File: config.mk
export PLATFORM = sky130hd
export DESIGN_NAME = tclm_top
export DESIGN_NICKNAME = d
export VERILOG_FILES = /design/src/tclm_pkg.sv /design/src/tclm_top.sv /design/src/tclm_spi.sv
export SDC_FILE = /design/constraint.sdc
export NUM_CORES = 1
export LEC_CHECK = 0
export ABC_AREA = 1
export BUFFER_PORTS_ARGS = -buffer_cell sky130_fd_sc_hd__buf_4
export CORE_MARGIN = 1
export CORE_UTILIZATION = 65
export CTS_BUF_LIST = sky130_fd_sc_hd__clkbuf_4 sky130_fd_sc_hd__clkbuf_8
export CTS_CLUSTER_DIAMETER = 80
export DETAILED_ROUTE_END_ITERATION = 10
export GPL_TIMING_DRIVEN = 0
export PLACE_DENSITY = 0.82
export SLEW_MARGIN = 20
export SYNTH_ARGS = -nofsm -noshare
export SYNTH_HDL_FRONTEND = slang
export SYNTH_SLANG_ARGS = --single-unit
File: constraint.sdc
create_clock -name mclk_in -period 3.8 [get_ports mclk_in]
set_clock_uncertainty 0.05 [all_clocks]
set_input_delay 0.19 -clock mclk_in [delete_from_list [all_inputs] [get_ports mclk_in]]
set_output_delay 0.19 -clock mclk_in [all_outputs]
set_load 0.02 [all_outputs]
File: src/tclm_pkg.sv
// Shared constants and types of the temperature conversion and limit monitor
package tclm_pkg;

	// ==========================================================
	// Clock and timing
	localparam int unsigned CLK_HZ      = 25_000_000;
	localparam int unsigned MS_PER_S    = 1000;
	localparam int unsigned CONV_MS     = 240;
	localparam int unsigned FAST_MS     = 6;
	localparam int unsigned SPS_CONV_MS = 60;
	localparam int unsigned SPS_IDLE_MS = 940;
	localparam int unsigned WAKE_MS     = 1;
	localparam int unsigned TMR_W       = 25;
	localparam logic [TMR_W-1:0] CONV_CYC     = TMR_W'(CLK_HZ / MS_PER_S * CONV_MS);
	localparam logic [TMR_W-1:0] FAST_CYC     = TMR_W'(CLK_HZ / MS_PER_S * FAST_MS);
	localparam logic [TMR_W-1:0] SPS_CONV_CYC = TMR_W'(CLK_HZ / MS_PER_S * SPS_CONV_MS);
	localparam logic [TMR_W-1:0] SPS_IDLE_CYC = TMR_W'(CLK_HZ / MS_PER_S * SPS_IDLE_MS);
	localparam logic [TMR_W-1:0] WAKE_CYC     = TMR_W'(CLK_HZ / MS_PER_S * WAKE_MS);
	localparam logic [TMR_W-1:0] TMR_ONE      = 25'h0000001;

	// ==========================================================
	// Register addresses
	localparam logic [2:0] ADDR_STATUS = 3'h0;
	localparam logic [2:0] ADDR_CONFIG = 3'h1;
	localparam logic [2:0] ADDR_TEMP   = 3'h2;
	localparam logic [2:0] ADDR_ID     = 3'h3;
	localparam logic [2:0] ADDR_CRIT   = 3'h4;
	localparam logic [2:0] ADDR_HYST   = 3'h5;
	localparam logic [2:0] ADDR_HIGH   = 3'h6;
	localparam logic [2:0] ADDR_LOW    = 3'h7;

	// ==========================================================
	// Reset values
	localparam logic [7:0]  RST_STATUS = 8'h80;
	localparam logic [7:0]  RST_CONFIG = 8'h00;
	localparam logic [15:0] RST_TEMP   = 16'h0000;
	localparam logic [15:0] RST_CRIT   = 16'h4980;
	localparam logic [7:0]  RST_HYST   = 8'h05;
	localparam logic [15:0] RST_HIGH   = 16'h2000;
	localparam logic [15:0] RST_LOW    = 16'h0500;
	// Arbitrary neutral identification value
	localparam logic [7:0]  ID_VALUE   = 8'h5a;

	// ==========================================================
	// Field positions
	localparam int unsigned CFG_RES_BIT  = 7;
	localparam int unsigned CFG_MODE_HI  = 6;
	localparam int unsigned CFG_MODE_LO  = 5;
	localparam int unsigned CFG_INTM_BIT = 4;
	localparam int unsigned CFG_CTPOL    = 3;
	localparam int unsigned CFG_INTPOL   = 2;
	localparam int unsigned CFG_FQ_HI    = 1;
	localparam int unsigned CFG_FQ_LO    = 0;
	localparam int unsigned ST_RDY_BIT   = 7;
	localparam int unsigned ST_CRIT_BIT  = 6;
	localparam int unsigned ST_HIGH_BIT  = 5;
	localparam int unsigned ST_LOW_BIT   = 4;
	localparam int unsigned CMD_RD_BIT   = 6;
	localparam int unsigned CMD_ADDR_HI  = 5;
	localparam int unsigned CMD_ADDR_LO  = 3;
	localparam int unsigned HYST_SHIFT   = 7;
	localparam logic [15:0] MASK13       = 16'hfff8;
	localparam logic [3:0]  BYTE_LAST    = 4'h7;
	localparam logic [3:0]  WORD_LAST    = 4'hf;
	localparam logic [2:0]  FQ_MAX       = 3'h4;
	localparam logic [2:0]  FQ_ONE       = 3'h1;

	// ==========================================================
	// Modes and states
	typedef enum logic [1:0] {
		MODE_CONT   = 2'b00,
		MODE_SINGLE = 2'b01,
		MODE_SPS    = 2'b10,
		MODE_SHDN   = 2'b11
	} tclm_mode_e;

	typedef enum logic [2:0] {
		ST_FAST = 3'b000,
		ST_CONV = 3'b001,
		ST_IDLE = 3'b010,
		ST_SHDN = 3'b011,
		ST_WAKE = 3'b100
	} tclm_conv_e;

endpackage : tclm_pkg

File: src/tclm_top.sv
// Conversion sequencing, register file and limit alarms of the temperature monitor
//
// What this block does
// - Continuous mode restarts conversion after each 240 ms
// - Store each result; reads return latest
// - First conversion after power-up takes 6 ms
// - Default limits trip alarms above 147 and 64
// - Internal timer paces conversions, not serial clock
// - Critical and limit alarms follow setpoint comparisons
// - Configuration selects polarity of both alarms
// - Configuration selects comparator or interrupt behaviour
// - Mode 01 converts once then shuts down
// - Each rewrite of 01 runs another conversion
// - Interrupt behaviour: any read releases both alarms
// - Single-shot rewrite releases limit alarm within band
// - Single-shot rewrite releases critical alarm below band
// - Mode 10 converts 60 ms, idles 940 ms
// - Mode 11 shuts down; 00 resumes continuous
// - Leaving shutdown wakes 1 ms then converts
// - Result stays readable during shutdown
// - Fault queue of one to four consecutive faults
// - In-limit conversion clears the fault count
// - 13-bit format puts flags in bits 2:0
// - 13-bit code step is 0.0625 degrees
// - Resolution bit selects full 16-bit result
// - Ready flag low on store, high on temperature read or mode 01/10 write
// - Status flags clear on read or return
`timescale 1ns/1ps
`default_nettype none

module tclm_top #(
	parameter logic [tclm_pkg::TMR_W-1:0] P_CONV_CYC     = tclm_pkg::CONV_CYC,
	parameter logic [tclm_pkg::TMR_W-1:0] P_FAST_CYC     = tclm_pkg::FAST_CYC,
	parameter logic [tclm_pkg::TMR_W-1:0] P_SPS_CONV_CYC = tclm_pkg::SPS_CONV_CYC,
	parameter logic [tclm_pkg::TMR_W-1:0] P_SPS_IDLE_CYC = tclm_pkg::SPS_IDLE_CYC,
	parameter logic [tclm_pkg::TMR_W-1:0] P_WAKE_CYC     = tclm_pkg::WAKE_CYC
) (
	// Clock and reset
	input  wire logic        mclk_in,
	input  wire logic        rst_b_in,
	// Serial port
	input  wire logic        sclk_in,
	input  wire logic        cs_b_in,
	input  wire logic        din_in,
	output logic             dout_out,
	output logic             dout_oe_out,
	// Sensor modulator
	input  wire logic [15:0] temp_sample_in,
	output logic             modulator_en_out,
	// Alarm pins, open drain
	output logic             critical_alarm_out,
	output logic             critical_alarm_oe_out,
	output logic             limit_alarm_out,
	output logic             limit_alarm_oe_out
);

	// ==========================================================
	// State
	typedef struct packed {
		tclm_pkg::tclm_conv_e           st;
		logic [tclm_pkg::TMR_W-1:0]     tmr;
		logic [7:0]                     cfg;
		logic [7:0]                     status;
		logic [15:0]                    temp;
		logic [15:0]                    crit;
		logic [7:0]                     hyst;
		logic [15:0]                    high;
		logic [15:0]                    low;
		logic [2:0]                     fault_cnt;
		logic                           crit_act;
		logic                           lim_act;
		logic                           band_crit;
		logic                           band_lim;
		logic                           crit_pin;
		logic                           crit_oe;
		logic                           lim_pin;
		logic                           lim_oe;
		logic                           mod_en;
	} tclm_top_s;

	// Power-up: fast conversion running, alarms released (active low default)
	localparam tclm_top_s TOP_RST = '{
		st:        tclm_pkg::ST_FAST,
		tmr:       P_FAST_CYC,
		cfg:       tclm_pkg::RST_CONFIG,
		status:    tclm_pkg::RST_STATUS,
		temp:      tclm_pkg::RST_TEMP,
		crit:      tclm_pkg::RST_CRIT,
		hyst:      tclm_pkg::RST_HYST,
		high:      tclm_pkg::RST_HIGH,
		low:       tclm_pkg::RST_LOW,
		fault_cnt: 3'h0,
		crit_act:  1'b0,
		lim_act:   1'b0,
		band_crit: 1'b0,
		band_lim:  1'b0,
		crit_pin:  1'b1,
		crit_oe:   1'b0,
		lim_pin:   1'b1,
		lim_oe:    1'b0,
		mod_en:    1'b1
	};

	tclm_top_s              r;
	tclm_top_s              n;
	logic [2:0]             sp_addr;
	logic                   sp_rd;
	logic                   sp_wr;
	logic [15:0]            sp_wdata;
	logic                   addr_wide;
	logic [15:0]            rd_data;
	logic                   res16;
	logic [15:0]            mask;
	logic [15:0]            samp;
	logic signed [16:0]     t_v;
	logic signed [16:0]     crit_v;
	logic signed [16:0]     high_v;
	logic signed [16:0]     low_v;
	logic signed [16:0]     hyst_v;
	logic                   over_crit;
	logic                   over_high;
	logic                   under_low;
	logic                   fault;
	logic                   in_crit;
	logic                   in_high;
	logic                   in_low;
	logic [2:0]             need;
	logic [2:0]             cnt_nxt;
	logic                   qual;
	logic                   conv_done;
	logic                   int_mode;
	logic                   mode_wr;
	tclm_pkg::tclm_mode_e   cur_mode;
	tclm_pkg::tclm_mode_e   wr_mode;
	logic [2:0]             flags;

	// ==========================================================
	// Serial port
	tclm_spi u_spi (
		.mclk_in       (mclk_in),
		.rst_b_in      (rst_b_in),
		.sclk_in       (sclk_in),
		.cs_b_in       (cs_b_in),
		.din_in        (din_in),
		.dout_out      (dout_out),
		.dout_oe_out   (dout_oe_out),
		.addr_wide_in  (addr_wide),
		.rd_data_in    (rd_data),
		.addr_out      (sp_addr),
		.rd_strobe_out (sp_rd),
		.wr_strobe_out (sp_wr),
		.wr_data_out   (sp_wdata)
	);

	assign addr_wide = (sp_addr == tclm_pkg::ADDR_TEMP) || (sp_addr == tclm_pkg::ADDR_CRIT) ||
		(sp_addr == tclm_pkg::ADDR_HIGH) || (sp_addr == tclm_pkg::ADDR_LOW);

	// Read mux; status and ID have no writable state behind them
	function automatic logic [15:0] read_reg(input logic [2:0] a, input tclm_top_s s);
		case (a)
			tclm_pkg::ADDR_STATUS: read_reg = {8'h00, s.status};
			tclm_pkg::ADDR_CONFIG: read_reg = {8'h00, s.cfg};
			tclm_pkg::ADDR_TEMP:   read_reg = s.temp;
			tclm_pkg::ADDR_ID:     read_reg = {8'h00, tclm_pkg::ID_VALUE};
			tclm_pkg::ADDR_CRIT:   read_reg = s.crit;
			tclm_pkg::ADDR_HYST:   read_reg = {8'h00, s.hyst};
			tclm_pkg::ADDR_HIGH:   read_reg = s.high;
			default:               read_reg = s.low;
		endcase
	endfunction : read_reg

	assign rd_data = read_reg(sp_addr, r);

	// ==========================================================
	// Limit comparison
	assign res16 = r.cfg[tclm_pkg::CFG_RES_BIT];
	// In 13-bit format the three low bits are flags, so they never enter a compare
	assign mask = res16 ? 16'hffff : tclm_pkg::MASK13;
	assign samp = temp_sample_in & mask;
	assign t_v = signed'({samp[15], samp});
	assign crit_v = signed'({r.crit[15], r.crit & mask});
	assign high_v = signed'({r.high[15], r.high & mask});
	assign low_v = signed'({r.low[15], r.low & mask});
	assign hyst_v = signed'(17'(r.hyst) << tclm_pkg::HYST_SHIFT);
	assign over_crit = t_v > crit_v;
	assign over_high = t_v > high_v;
	assign under_low = t_v < low_v;
	assign fault = over_crit | over_high | under_low;
	assign in_crit = t_v < (crit_v - hyst_v);
	assign in_high = t_v < (high_v - hyst_v);
	assign in_low = t_v > (low_v + hyst_v);
	assign need = {1'b0, r.cfg[tclm_pkg::CFG_FQ_HI:tclm_pkg::CFG_FQ_LO]} + tclm_pkg::FQ_ONE;
	assign cnt_nxt = !fault ? 3'h0 :
		(r.fault_cnt == tclm_pkg::FQ_MAX) ? r.fault_cnt : r.fault_cnt + tclm_pkg::FQ_ONE;
	assign qual = fault && (cnt_nxt >= need);
	assign conv_done = ((r.st == tclm_pkg::ST_FAST) || (r.st == tclm_pkg::ST_CONV)) &&
		(r.tmr == tclm_pkg::TMR_ONE);
	assign int_mode = r.cfg[tclm_pkg::CFG_INTM_BIT];
	assign cur_mode = tclm_pkg::tclm_mode_e'(r.cfg[tclm_pkg::CFG_MODE_HI:tclm_pkg::CFG_MODE_LO]);
	assign wr_mode = tclm_pkg::tclm_mode_e'(sp_wdata[tclm_pkg::CFG_MODE_HI:tclm_pkg::CFG_MODE_LO]);
	assign mode_wr = sp_wr && (sp_addr == tclm_pkg::ADDR_CONFIG);

	// ==========================================================
	// Next state
	always_comb begin
		n = r;
		flags = '0;
		if (r.tmr != tclm_pkg::TMR_ONE) begin
			n.tmr = r.tmr - tclm_pkg::TMR_ONE;
		end

		// Clears first, so a set in the same cycle wins
		if (sp_rd && (sp_addr == tclm_pkg::ADDR_STATUS)) begin
			n.status[tclm_pkg::ST_CRIT_BIT] = 1'b0;
			n.status[tclm_pkg::ST_HIGH_BIT] = 1'b0;
			n.status[tclm_pkg::ST_LOW_BIT] = 1'b0;
		end
		if (sp_rd && (sp_addr == tclm_pkg::ADDR_TEMP)) begin
			n.status[tclm_pkg::ST_RDY_BIT] = 1'b1;
		end
		if (sp_rd && int_mode) begin
			n.crit_act = 1'b0;
			n.lim_act = 1'b0;
		end

		// Register writes
		if (sp_wr) begin
			case (sp_addr)
				tclm_pkg::ADDR_CONFIG: n.cfg = sp_wdata[7:0];
				tclm_pkg::ADDR_CRIT:   n.crit = sp_wdata;
				tclm_pkg::ADDR_HYST:   n.hyst = sp_wdata[7:0];
				tclm_pkg::ADDR_HIGH:   n.high = sp_wdata;
				tclm_pkg::ADDR_LOW:    n.low = sp_wdata;
				default:               n.cfg = r.cfg;
			endcase
		end

		// Conversion finished: store result, judge limits, pick next phase
		if (conv_done) begin
			n.fault_cnt = cnt_nxt;
			if (in_crit) begin
				n.status[tclm_pkg::ST_CRIT_BIT] = 1'b0;
			end
			if (in_high) begin
				n.status[tclm_pkg::ST_HIGH_BIT] = 1'b0;
			end
			if (in_low) begin
				n.status[tclm_pkg::ST_LOW_BIT] = 1'b0;
			end
			if (qual && over_crit) begin
				n.status[tclm_pkg::ST_CRIT_BIT] = 1'b1;
			end
			if (qual && over_high) begin
				n.status[tclm_pkg::ST_HIGH_BIT] = 1'b1;
			end
			if (qual && under_low) begin
				n.status[tclm_pkg::ST_LOW_BIT] = 1'b1;
			end
			if (!int_mode && in_crit) begin
				n.crit_act = 1'b0;
			end
			if (!int_mode && in_high && in_low) begin
				n.lim_act = 1'b0;
			end
			if (qual && over_crit) begin
				n.crit_act = 1'b1;
			end
			if (qual && (over_high || under_low)) begin
				n.lim_act = 1'b1;
			end
			n.band_crit = in_crit;
			n.band_lim = in_high && in_low;
			flags = {n.status[tclm_pkg::ST_CRIT_BIT], n.status[tclm_pkg::ST_HIGH_BIT],
				n.status[tclm_pkg::ST_LOW_BIT]};
			n.temp = res16 ? samp : {samp[15:3], flags};
			case (cur_mode)
				tclm_pkg::MODE_CONT: begin
					n.st = tclm_pkg::ST_CONV;
					n.tmr = P_CONV_CYC;
				end
				tclm_pkg::MODE_SPS: begin
					n.st = tclm_pkg::ST_IDLE;
					n.tmr = P_SPS_IDLE_CYC;
				end
				default: begin
					n.st = tclm_pkg::ST_SHDN;
				end
			endcase
		end else begin
			case (r.st)
				tclm_pkg::ST_IDLE: begin
					if (r.tmr == tclm_pkg::TMR_ONE) begin
						n.st = tclm_pkg::ST_CONV;
						n.tmr = P_SPS_CONV_CYC;
					end
				end
				tclm_pkg::ST_WAKE: begin
					if (r.tmr == tclm_pkg::TMR_ONE) begin
						n.st = tclm_pkg::ST_CONV;
						n.tmr = (cur_mode == tclm_pkg::MODE_SPS) ? P_SPS_CONV_CYC : P_CONV_CYC;
					end
				end
				default: n.st = r.st;
			endcase
		end

		// Mode write overrides the sequencer
		if (mode_wr) begin
			case (wr_mode)
				tclm_pkg::MODE_SHDN: begin
					n.st = tclm_pkg::ST_SHDN;
				end
				tclm_pkg::MODE_CONT: begin
					if (r.st == tclm_pkg::ST_SHDN) begin
						n.st = tclm_pkg::ST_WAKE;
						n.tmr = P_WAKE_CYC;
					end
				end
				default: begin
					// A result stored in this same cycle decides, so a fresh set is never lost
					if (wr_mode == tclm_pkg::MODE_SINGLE && !int_mode && r.band_lim && !conv_done) begin
						n.lim_act = 1'b0;
					end
					if (wr_mode == tclm_pkg::MODE_SINGLE && !int_mode && r.band_crit && !conv_done) begin
						n.crit_act = 1'b0;
					end
					if (!conv_done) begin
						n.status[tclm_pkg::ST_RDY_BIT] = 1'b1;
					end
					if (r.st == tclm_pkg::ST_SHDN) begin
						n.st = tclm_pkg::ST_WAKE;
						n.tmr = P_WAKE_CYC;
					end else begin
						n.st = tclm_pkg::ST_CONV;
						n.tmr = (wr_mode == tclm_pkg::MODE_SPS) ? P_SPS_CONV_CYC : P_CONV_CYC;
					end
				end
			endcase
		end

		// Store beats a ready-restoring read in the same cycle
		if (conv_done) begin
			n.status[tclm_pkg::ST_RDY_BIT] = 1'b0;
		end

		// Pin drive; polarity bit 0 means active low
		n.crit_pin = n.cfg[tclm_pkg::CFG_CTPOL] ? n.crit_act : ~n.crit_act;
		n.lim_pin = n.cfg[tclm_pkg::CFG_INTPOL] ? n.lim_act : ~n.lim_act;
		n.crit_oe = ~n.crit_pin;
		n.lim_oe = ~n.lim_pin;
		n.mod_en = (n.st == tclm_pkg::ST_FAST) || (n.st == tclm_pkg::ST_CONV);
	end

	always_ff @(posedge mclk_in) begin
		if (!rst_b_in) begin
			r <= TOP_RST;
		end else begin
			r <= n;
		end
	end

	// ==========================================================
	// Outputs
	assign modulator_en_out = r.mod_en;
	assign critical_alarm_out = r.crit_pin;
	assign critical_alarm_oe_out = r.crit_oe;
	assign limit_alarm_out = r.lim_pin;
	assign limit_alarm_oe_out = r.lim_oe;

endmodule : tclm_top

`default_nettype wire

File: src/tclm_spi.sv
// Serial port front end: pin synchronisers, command decode, shift registers
`timescale 1ns/1ps
`default_nettype none

module tclm_spi (
	// Clock and reset
	input  wire logic        mclk_in,
	input  wire logic        rst_b_in,
	// Serial pins
	input  wire logic        sclk_in,
	input  wire logic        cs_b_in,
	input  wire logic        din_in,
	output logic             dout_out,
	output logic             dout_oe_out,
	// Register side
	input  wire logic        addr_wide_in,
	input  wire logic [15:0] rd_data_in,
	output logic [2:0]       addr_out,
	output logic             rd_strobe_out,
	output logic             wr_strobe_out,
	output logic [15:0]      wr_data_out
);

	// ==========================================================
	// State
	typedef struct packed {
		logic [2:0]  sclk_s;
		logic [1:0]  cs_s;
		logic [1:0]  din_s;
		logic        data_ph;
		logic [3:0]  bit_cnt;
		logic [15:0] sh_in;
		logic [15:0] sh_out;
		logic [2:0]  addr;
		logic        rd;
		logic        load_pend;
		logic        wr_stb;
		logic [15:0] wr_data;
		logic        dout;
		logic        dout_oe;
	} tclm_spi_s;

	// Clock idles high, so sync stages start high to avoid a false edge
	localparam tclm_spi_s SPI_RST = '{sclk_s: 3'h7, cs_s: 2'h3, default: '0};

	tclm_spi_s r;
	tclm_spi_s n;
	logic      rise;
	logic      fall;

	assign rise = r.sclk_s[1] & ~r.sclk_s[2];
	assign fall = ~r.sclk_s[1] & r.sclk_s[2];

	// ==========================================================
	// Next state
	always_comb begin
		n = r;
		n.sclk_s = {r.sclk_s[1:0], sclk_in};
		n.cs_s = {r.cs_s[0], cs_b_in};
		n.din_s = {r.din_s[0], din_in};
		n.wr_stb = 1'b0;
		n.load_pend = 1'b0;
		if (r.cs_s[1]) begin
			n.data_ph = 1'b0;
			n.bit_cnt = '0;
			n.rd = 1'b0;
			n.dout_oe = 1'b0;
		end else begin
			n.dout_oe = 1'b1;
			// One-byte registers go out in the upper lane so MSB leads
			if (r.load_pend) begin
				n.sh_out = addr_wide_in ? rd_data_in : {rd_data_in[7:0], 8'h00};
			end
			if (rise) begin
				n.sh_in = {r.sh_in[14:0], r.din_s[1]};
				n.bit_cnt = r.bit_cnt + 4'h1;
				if (!r.data_ph) begin
					if (r.bit_cnt == tclm_pkg::BYTE_LAST) begin
						n.data_ph = 1'b1;
						n.bit_cnt = '0;
						n.addr = n.sh_in[tclm_pkg::CMD_ADDR_HI:tclm_pkg::CMD_ADDR_LO];
						n.rd = n.sh_in[tclm_pkg::CMD_RD_BIT];
						n.load_pend = n.sh_in[tclm_pkg::CMD_RD_BIT];
					end
				end else if (!r.rd && r.bit_cnt == (addr_wide_in ? tclm_pkg::WORD_LAST : tclm_pkg::BYTE_LAST)) begin
					n.wr_stb = 1'b1;
					n.wr_data = addr_wide_in ? n.sh_in : {8'h00, n.sh_in[7:0]};
					n.data_ph = 1'b0;
					n.bit_cnt = '0;
				end
			end
			if (fall && r.data_ph && r.rd) begin
				n.dout = r.sh_out[15];
				n.sh_out = {r.sh_out[14:0], 1'b0};
			end
		end
	end

	always_ff @(posedge mclk_in) begin
		if (!rst_b_in) begin
			r <= SPI_RST;
		end else begin
			r <= n;
		end
	end

	// ==========================================================
	// Outputs
	assign dout_out = r.dout;
	assign dout_oe_out = r.dout_oe;
	assign addr_out = r.addr;
	assign rd_strobe_out = r.load_pend;
	assign wr_strobe_out = r.wr_stb;
	assign wr_data_out = r.wr_data;

endmodule : tclm_spi

`default_nettype wire

After elaboration in Yosys (flattened, before gate mapping)
Index checks and enable logic that the tools add are counted.
Word-level totals
  bits in registers: 191
  output and inout port bits: 7
Cells by class
  add/subtract/negate cells: 7
  order comparisons: 7
  eq/ne operators: 21
  muxes and demuxes: 56
  bitwise gates (word level): 19
  reductions and logical operators: 52
Operator list (count)
  28-bit 2-to-1 mux: 6
  25-bit case mux with 2 select lines: 3
  16-bit case mux with 7 select lines: 1
  16-bit AND: 4
  16-bit 2-to-1 mux: 4
  16-bit by 17-bit greater-than comparator with 1-bit output: 3
  16-bit by 17-bit less-than comparator with 1-bit output: 3
  23-bit 2-to-1 mux: 2
  17-bit by 16-bit subtractor with 17-bit output: 2
  25-bit by 1-bit equality test with 1-bit output (second input constant): 1
  25-bit 2-to-1 mux: 1
  25-bit by 1-bit inequality test with 1-bit output (second input constant): 1
  25-bit by 1-bit subtractor with 25-bit output (second input constant): 1
  1-bit logical AND: 22
  1-bit 2-to-1 mux: 19
  3-bit equality test (second input constant): 6
  3-bit 2-to-1 mux: 6
  17-bit by 16-bit adder with 17-bit output: 1
  17-bit 2-to-1 mux: 1
  4-bit 2-to-1 mux: 4
  2-bit AND reduction: 8
  5-bit 2-to-1 mux: 3
  3-bit by 2-bit equality test with 1-bit output (second input constant): 4
  3-bit case mux with 2 select lines: 2
  other kinds (24): 54

Longest topological paths before layout
Gate-level depths: netlist (run 1).
  word-level depth: 17
  gate-level depth with buffers: 29
  gate-level depth less buffers: 29

Cells and area by module
Synthesis (run 1) repeated with hierarchy kept, for this count alone.
Unflattened totals
  cell total of the unflattened synthesis: 1793
  area, all modules: 12196.7 sq um
Modules (own cells, without submodules)
  tclm_top: instances 1, cells an instance 1336, area an instance 9113.7 sq um
  tclm_spi: instances 1, cells an instance 457, area an instance 3083.0 sq um

Worst setup path after synthesis (run 1)
Ideal clock, no wire load.
  path kind: reg-to-reg
  start point: register r, in the netlist hyst_v[7]
  end point: register r[7] in the netlist's numbering
  library setup time: 0.128 ns
  arrival: 3.091 ns
  data required time: 3.622 ns
  slack: 0.532 ns
  cell stages (with the launch flop): 27
  clock period less this slack: 3.268 ns
  cells stage by stage: dfxtp_1 -> ha_1 -> inv_1 -> fa_1 -> o21ai_0 -> a21oi_1 -> o21bai_1 -> nand2_1 -> nand2_1 -> a21oi_1 -> xor2_1 -> ha_1 -> nand2_1 -> nor2_1 -> inv_1 -> nor2_1 -> nand2_1 -> nor2_1 -> nor2_1 -> nand2_1 -> nand2_1 -> nand2_1 -> nand4_1 -> nand2_1 -> nand2_2 -> nand2_2 -> nor2_1
On the way
  longest elaborated chain between the ends: 10
  elaborated cells between the ends (all ways): 12
  those cells by class: add/sub: 2; order compare: 2; mux: 6; reduce/logical: 2
Ends and longest elaborated chain
  from (decl): RTL line tclm_top.sv:104  | tclm_top_s r;
  from (signal assigned): RTL line tclm_top.sv:358  | r <= n;
  17-bit by 16-bit subtractor with 17-bit output: RTL line tclm_top.sv:190  | assign in_high = t_v < (high_v - hyst_v);
  16-bit by 17-bit less-than comparator with 1-bit output: RTL line tclm_top.sv:190
  1-bit logical AND: RTL line tclm_top.sv:262  | if (!int_mode && in_high && in_low) begin
  1-bit logical AND (*): RTL line tclm_top.sv:262
  1-bit 2-to-1 mux (*): RTL line tclm_top.sv:262
  1-bit 2-to-1 mux (*): RTL line tclm_top.sv:268  | if (qual && (over_high || under_low)) begin
  4-bit 2-to-1 mux (*): RTL line tclm_top.sv:239  | if (conv_done) begin
  1-bit 2-to-1 mux: RTL line tclm_top.sv:321  | if (wr_mode == tclm_pkg::MODE_SINGLE && !int_mode && r.band_lim && !conv_done) begin
  2-bit 2-to-1 mux: RTL line tclm_top.sv:309  | case (wr_mode)
  2-bit 2-to-1 mux (*): RTL line tclm_top.sv:308  | if (mode_wr) begin
Mark *: on every way between the ends. The rest lies on a longest branch, timed or not.
A chain may end at the register's enable or synchronous reset.

Worst setup path after layout (run 1)
  start point: register r, in the netlist hyst_v[7]
  end point: register r[70] in the netlist's numbering
On the way
  longest elaborated chain between the ends: 5
Ends and longest elaborated chain
  17-bit by 16-bit subtractor with 17-bit output: RTL line tclm_top.sv:189  | assign in_crit = t_v < (crit_v - hyst_v);
  16-bit by 17-bit less-than comparator with 1-bit output: RTL line tclm_top.sv:189
  1-bit 2-to-1 mux: RTL line tclm_top.sv:241  | if (in_crit) begin
  1-bit 2-to-1 mux: RTL line tclm_top.sv:250  | if (qual && over_crit) begin
  3-bit 2-to-1 mux: RTL line tclm_top.sv:275  | n.temp = res16 ? samp : {samp[15:3], flags};
Every way passes these cells.

==> run_results.csv, run 1 <==
group,metric,value,unit
synthesis,synth_nets,1785,
clock_tree,htree_levels,4,
synthesis,syn_area,11710,sq um
sta,fmax,0.2551,GHz
synthesis,syn_avg_cell_area,7.106,sq um
sta,fin_crit_sh,103.2,%
critical_path,required,4190,ps
global_routing,antenna_found_initial,0,
final_layout,syn2layout_area_growth,12.32,%
sta,worst_pin_slew,1075,ps
sta,drv_slew,0,
clock_tree,clock-sinks,191,
worst_hold_path,whs_endpoint,"r[83]",
final_layout,antenna_cells,0,
synthesis,netlist_instances,1648,
drt,drc,0,
critical_path,worstReg2RegStart,"hyst_v[7]",
floorplanning,core_area,17420,sq um
placed_design,place.gp.congestion,1.039,
global_routing,grt_start_max_net_pins,25,
global_routing,grt_pass1_wl,58040,microns
sta,slew_headroom,28.09,%
critical_path,cp-end-kind,"flip-flop",
critical_path,crit_type,"flip-flop to flip-flop",
synthesis,yosysUniqueCellTypes,59,
placed_design,place_hpwl,29490,microns
floorplanning,dieArea,18560,sq um
floorplanning,die_h,136.2,microns
sta,setup_viol,5,
sta,hold_slack,8.453,ps
synthesis,synth_top_flop_cell,"dfxtp_1",
drt,ant_nets,0,
drt,first_pass_iters,9,
critical_path,reg2reg_slack,-120,ps
critical_path,crit_arrival,4310,ps
critical_path,cpMostUsedCell,"nand2_1",
worst_hold_path,hp-start,"temp_sample_in[15]",
clock_tree,cts_made_buffers,17,
worst_hold_path,min_path_type,"input port to flip-flop",
outcome,status,"finished with violations",
global_routing,grt-ovfl-total,0,
drt,drt_iter0_drc,1560,
pwr,leakagePower,5.806,nW
critical_path,r2r-end,"r[70]",
synthesis,yosys-top-cells-area,"dfxtp_1, ha_1, nand2_1",
final_layout,fillers,1389,
final_layout,drive_gt1_share,10.83,%
sta,layout_min_cycle_time,3921,ps
floorplanning,ios,28,
clock_tree,cts_tree,"yes",
synthesis,synth_enable_flop_cells,0,
synthesis,synth_top_area_share,32.65,%
floorplanning,die_x,136.2,microns
synthesis,synth_seq_cells,191,
placed_design,dpl_worst_slack,-421.6,ps
drt,routed_wl,38960,microns
pwr,peakVddDrop,0.2738,mV
critical_path,rr_worst_depth,26,
sta,rsz0062_at_grt,"yes",
global_routing,grt_pass1_vias,10744,
clock_tree,clk_latency,510,ps
critical_path,cp_max_fo,5,
final_layout,nNetsFinal,1860,
synthesis,seq_area_frac_synth,32.65,%
critical_path,critPathSlowestCell,"dfxtp_4",
clock_tree,clock_tree.buffer_depth,2,
global_routing,globalRouteTotalUtil,41.96,%
critical_path,crit_path_start_kind,"flip-flop",
drt,vias,12080,
floorplanning,initial_core_util,67.23,%
synthesis,synth_largest_area_cell,"dfxtp_1",
pwr,p_per_area,293.9,nW/um^2
final_layout,mostFrequentLayoutCells,"nand2_1, inv_1, dfxtp_1",
final_layout,multi_input_area,7039,sq um
final_layout,final_common_cell,"nand2_1",
pwr,power,3.866,mW
clock_tree,root_buffer,"clkbuf_8",
critical_path,slowest_delay,450,ps
drt,post_drt_wl_per_cell,19.87,microns
final_layout,regArea,3837,sq um
flow_run,maxCapViolations,0,
sta,worst_slack,-120.6,ps
floorplanning,rows,48,
synthesis,yosysWarnings,0,
clock_tree,clk_pin_slew,120,ps
drt,routed_via_density,6.160,
worst_hold_path,hold_depth,3,
outcome,violations,"setup timing",
placed_design,port_buffers,26,
sta,finalHoldViolCount,0,
synthesis,synthArstFlopShare,0,%
==> synth_stat cells, drive strengths merged, types with 2 or more instances <==
cell type and n:
nand2 265, nor4 9, nand3b 3, xnor2 16, o211ai 7, nor3 27, o21bai 6, a211oi 13
o2111ai 3, nand3 71, o22ai 12, a221oi 2, inv 228, or2 8, buf 12, o21ai 173
clkinv 4, o31ai 2, o311ai 2, a21o 5, a22oi 3, mux2i 2, o21a 4, nor2 170
xor2 25, fa 3, a31oi 7, nand4 21, a21oi 193, clkbuf 35, o221ai 2, ha 113
dfxtp 191
==> power breakdown <==
group          internal, mW  switching, mW
clock                 0.549          0.960
combinational         0.114          0.216
sequential             2.02         0.0106
==> final cells by class <==
| cell class | count | share of cell area [%] |
|---|---|---|
| multi-input combinational | 1178 | 53.52 |
| sequential | 191 | 29.18 |
| inverter | 232 | 6.707 |
| timing repair buffer | 56 | 3.406 |
| tap | 225 | 2.140 |
| clock buffer | 17 | 1.779 |
| clock inverter | 15 | 1.731 |
| buffer | 47 | 1.541 |
==> flip-flops by register name (all words and copies together) (netlist names), 2 cells and up <==
register           cells
u_spi.addr_out         3
u_spi.n                4
hyst_v                 8
u_spi.r               40
cur_mode               2
r                    105
u_spi.wr_data_out     16
==> metrics by stage <==
step	instance area (sq um)	instances	setup TNS, ps	utilization [%]
floorplan	11710	1648	0	-
global placement	12190	1899	-3082	69.97
detailed placement	12190	1899	-3800	69.97
CTS	12840	1944	0	73.71
global route	13150	1961	-1740	75.52
finish	13150	1961	-383.8	75.52
==> critical path, delay by kind of cell (launching register included) <==
family | cells | cell delay, ps
flip-flops | 1 | 450
adder cells (fa/ha/maj) | 3 | 810
AND/OR/NAND/NOR | 11 | 830
XOR/XNOR | 1 | 140
buffers and inverters | 4 | 380
AO/OA/AOI/OAI | 7 | 1210
==> worst max path at each step <==
stage	startpoint	endpoint	slack, ps	cells past startpoint
floorplan	hyst_v[7]	r[7]	530	26
global placement	hyst_v[7]	r[7]	-360	24
detailed placement	hyst_v[7]	r[7]	-420	24
CTS	hyst_v[7]	r[7]	10	26
global route	hyst_v[7]	critical_alarm_oe_out	-250	28
finish	hyst_v[7]	r[70]	-120	26
==> routing by layer <==
metal | routed length, microns | global-route usage, % | up-vias
li1 | - | - | 5674
met1 | 15770 | 55.98 | 5513
met2 | 16820 | 63.96 | 744
met3 | 4423 | 8.911 | 149
met4 | 1944 | 20.56 | 0
met5 | 0 | 0 | -
==> logic make-up (layout without fill, tap and decap cells) <==
family | count (synthesis) | count (layout) | synth area share [%]
flops | 191 | 191 | 32.65
simple gates | 577 | 577 | 21.78
xor+xnor | 41 | 41 | 3.067
fa+ha+maj | 116 | 116 | 12.59
compound gates | 442 | 442 | 20.61
buf+inv | 279 | 367 | 9.136
mux | 2 | 2 | 0.1710
==> what timing repair did <==
| item | in CTS | in global routing |
|---|---|---|
| setup endpoints to repair | 14 | 14 |
| hold buffers | 11 | 0 |
| pin swaps | 3 | 26 |
| gates resized for setup | 21 | 56 |
| endpoints found under the hold margin | 11 | 0 |
| buffers inserted | 2 | 17 |
No activity file was read; power rests on OpenSTA's default activity.
==> run 2: changes to the inputs <==
CORE_MARGIN = 4   (was 1)
==> run 2 against run 1 <==
- the flow now finishes without violations
- global-route usage shrank 3.0 points
- non-clock buffer count is 3 lower
- clock power hardly changed
- largest power group unchanged
- combinational power about the same
- total power increased by 0.15%
==> run_results.csv, run 2 (synthesis gave the netlist of run 1 again) <==
group,metric,value,unit
floorplanning,initial_core_util,67.00,%
drt,routed_wl,39990,microns
global_routing,grtUsageMet1,53.45,%
drt,drt_iter0_drc,1516,
pwr,leakagePower,5.788,nW
clock_tree,clk_pin_slew,120,ps
critical_path,crit_arrival,4150,ps
sta,fin_crit_sh,99.61,%
global_routing,grt_pass1_vias,11238,
final_layout,regArea,3837,sq um
global_routing,use_met3,8.905,%
drt,first_pass_iters,6,
clock_tree,clock-sinks,191,
global_routing,grt_use_met2,58.83,%
drt,routed_via_density,6.222,
final_layout,mostFrequentLayoutCells,"nand2_1, inv_1, dfxtp_1",
clock_tree,htree_levels,4,
global_routing,grt_busiest_layer,"met2",
critical_path,critPathSlowestCell,"fa_2",
global_routing,antenna_found_initial,0,
placed_design,place_hpwl,30040,microns
final_layout,syn2layout_area_growth,11.81,%
sta,finalHoldViolCount,0,
critical_path,cp-end-kind,"flip-flop",
final_layout,regMostFlops,"r",
final_layout,largest_reg_flops,105,
sta,slew_headroom,30.96,%
sta,final.setup.tns,0,ps
pwr,p_per_area,295.7,nW/um^2
drt,drc,0,
clock_tree,cts_tree,"yes",
global_routing,grt_start_max_net_pins,25,
critical_path,cp_max_fo,3,
floorplanning,rows,48,
sta,worst_pin_slew,1032,ps
floorplanning,die_x,142.2,microns
sta,hold_slack,17.17,ps
floorplanning,dieArea,20230,sq um
placed_design,place.gp.congestion,1.065,
critical_path,required,4170,ps
final_layout,multi_input_area,7007,sq um
clock_tree,root_buffer,"clkbuf_8",
floorplanning,die_h,142.2,microns
pwr,peakVddDrop,0.3093,mV
final_layout,nNetsFinal,1857,
critical_path,crit_path_start_kind,"flip-flop",
final_layout,drive_gt1_share,10.39,%
global_routing,grt_pass1_wl,61110,microns
drt,ant_nets,0,
sta,drv_slew,0,
critical_path,cpMostUsedCell,"nand2_1",
final_layout,final_common_cell,"nand2_1",
worst_hold_path,min_path_type,"input port to flip-flop",
sta,rsz0062_at_grt,"yes",
sta,layout_min_cycle_time,3785,ps
placed_design,port_buffers,26,
clock_tree,cts_made_buffers,17,
final_layout,fillers,1458,
drt,vias,12188,
sta,setup_viol,0,
outcome,status,"finished clean",
clock_tree,clock_tree.buffer_depth,2,
floorplanning,ios,28,
clock_tree,clk_latency,510,ps
floorplanning,core_area,17480,sq um
critical_path,slowest_delay,390,ps
sta,fmax,0.2642,GHz
flow_run,maxCapViolations,0,
drt,post_drt_wl_per_cell,20.41,microns
global_routing,globalRouteTotalUtil,38.98,%
global_routing,grt-ovfl-total,0,
critical_path,crit_type,"flip-flop to flip-flop",
run 2: changes by cell type in the layout (fill, tap and decap cells not counted), moves of 2 or more:
cell | previous run | this run
buf_4 | 46 | 42
ha_1 | 105 | 107
ha_4 | 8 | 6
nand2_1 | 250 | 252
nand2_2 | 14 | 12
o21ai_1 | 8 | 6
run 2: layout make-up:
class,count,area share (%)
Timing Repair Buffer,53,3.268
Clock inverter,15,1.682
Multi-Input combinational cell,1178,53.52
Antenna cell,1,0.01911
Tap cell,225,2.150
Sequential cell,191,29.31
Buffer,47,1.548
Clock buffer,17,1.787
Inverter,232,6.718
run 2: per-stage QoR:
| step | instances | utilization (%) | setup WS (ps) | instance area (sq um) | power (mW) |
|---|---|---|---|---|---|
| 4_1_cts | 1945 | 73.50 | 10.85 | 12840 | 3.842 |
| 5_1_grt | 1958 | 74.90 | -263.1 | 13090 | 3.969 |
| 3_5_place_dp | 1899 | 69.73 | -391.4 | 12190 | 2.367 |
| 6_report | 1959 | 74.91 | 14.93 | 13090 | 3.871 |
| 2_1_floorplan | 1648 | - | 531.8 | 11710 | 2.257 |
| 3_3_place_gp | 1899 | 69.73 | -301.2 | 12190 | 2.359 |
run 2: report_power, final:
part / switching [mW] / total [mW] / internal (mW) / leakage, nW
Clock: 0.970 / 1.52 / 0.547 / 0.223
Combinational: 0.215 / 0.328 / 0.112 / 4.02
Sequential: 0.0111 / 2.03 / 2.02 / 1.54
run 2: layer usage:
layer,vias to the layer above,routed length [microns]
li1,5673,-
met1,5591,16270
met2,748,17050
met3,176,4514
met4,0,2157
met5,-,0
run 2: what timing repair did:
action                                 4_1_cts  5_1_grt
hold buffers                                12        0
setup endpoints to repair                   14       14
gates resized for setup                     24       46
pin swaps                                    3       21
setup buffers                                2       13
endpoints found under the hold margin       12        0
run 2: worst max-delay path: cells and delay by family, from the launching register on:
kind	cells	cell delay, ps
AND/OR/NAND/NOR	16	1310
AO/OA/AOI/OAI	5	650
XOR/XNOR	1	140
buffers and inverters	4	350
adder cells (fa/ha/maj)	3	830
flip-flops	1	350
run 2: final timing paths:
path | startpoint | to | slack, ps | depth (start not counted)
worst max-delay path | r[59] | critical_alarm_oe_out | 10 | 29
worst min-delay path | temp_sample_in[4] | r[72] | 20 | 3
worst max register to register | r[59] | critical_alarm_oe_out | 10 | 29
worst min register to register | u_spi.n[64] | u_spi.r[64] | 380 | 1
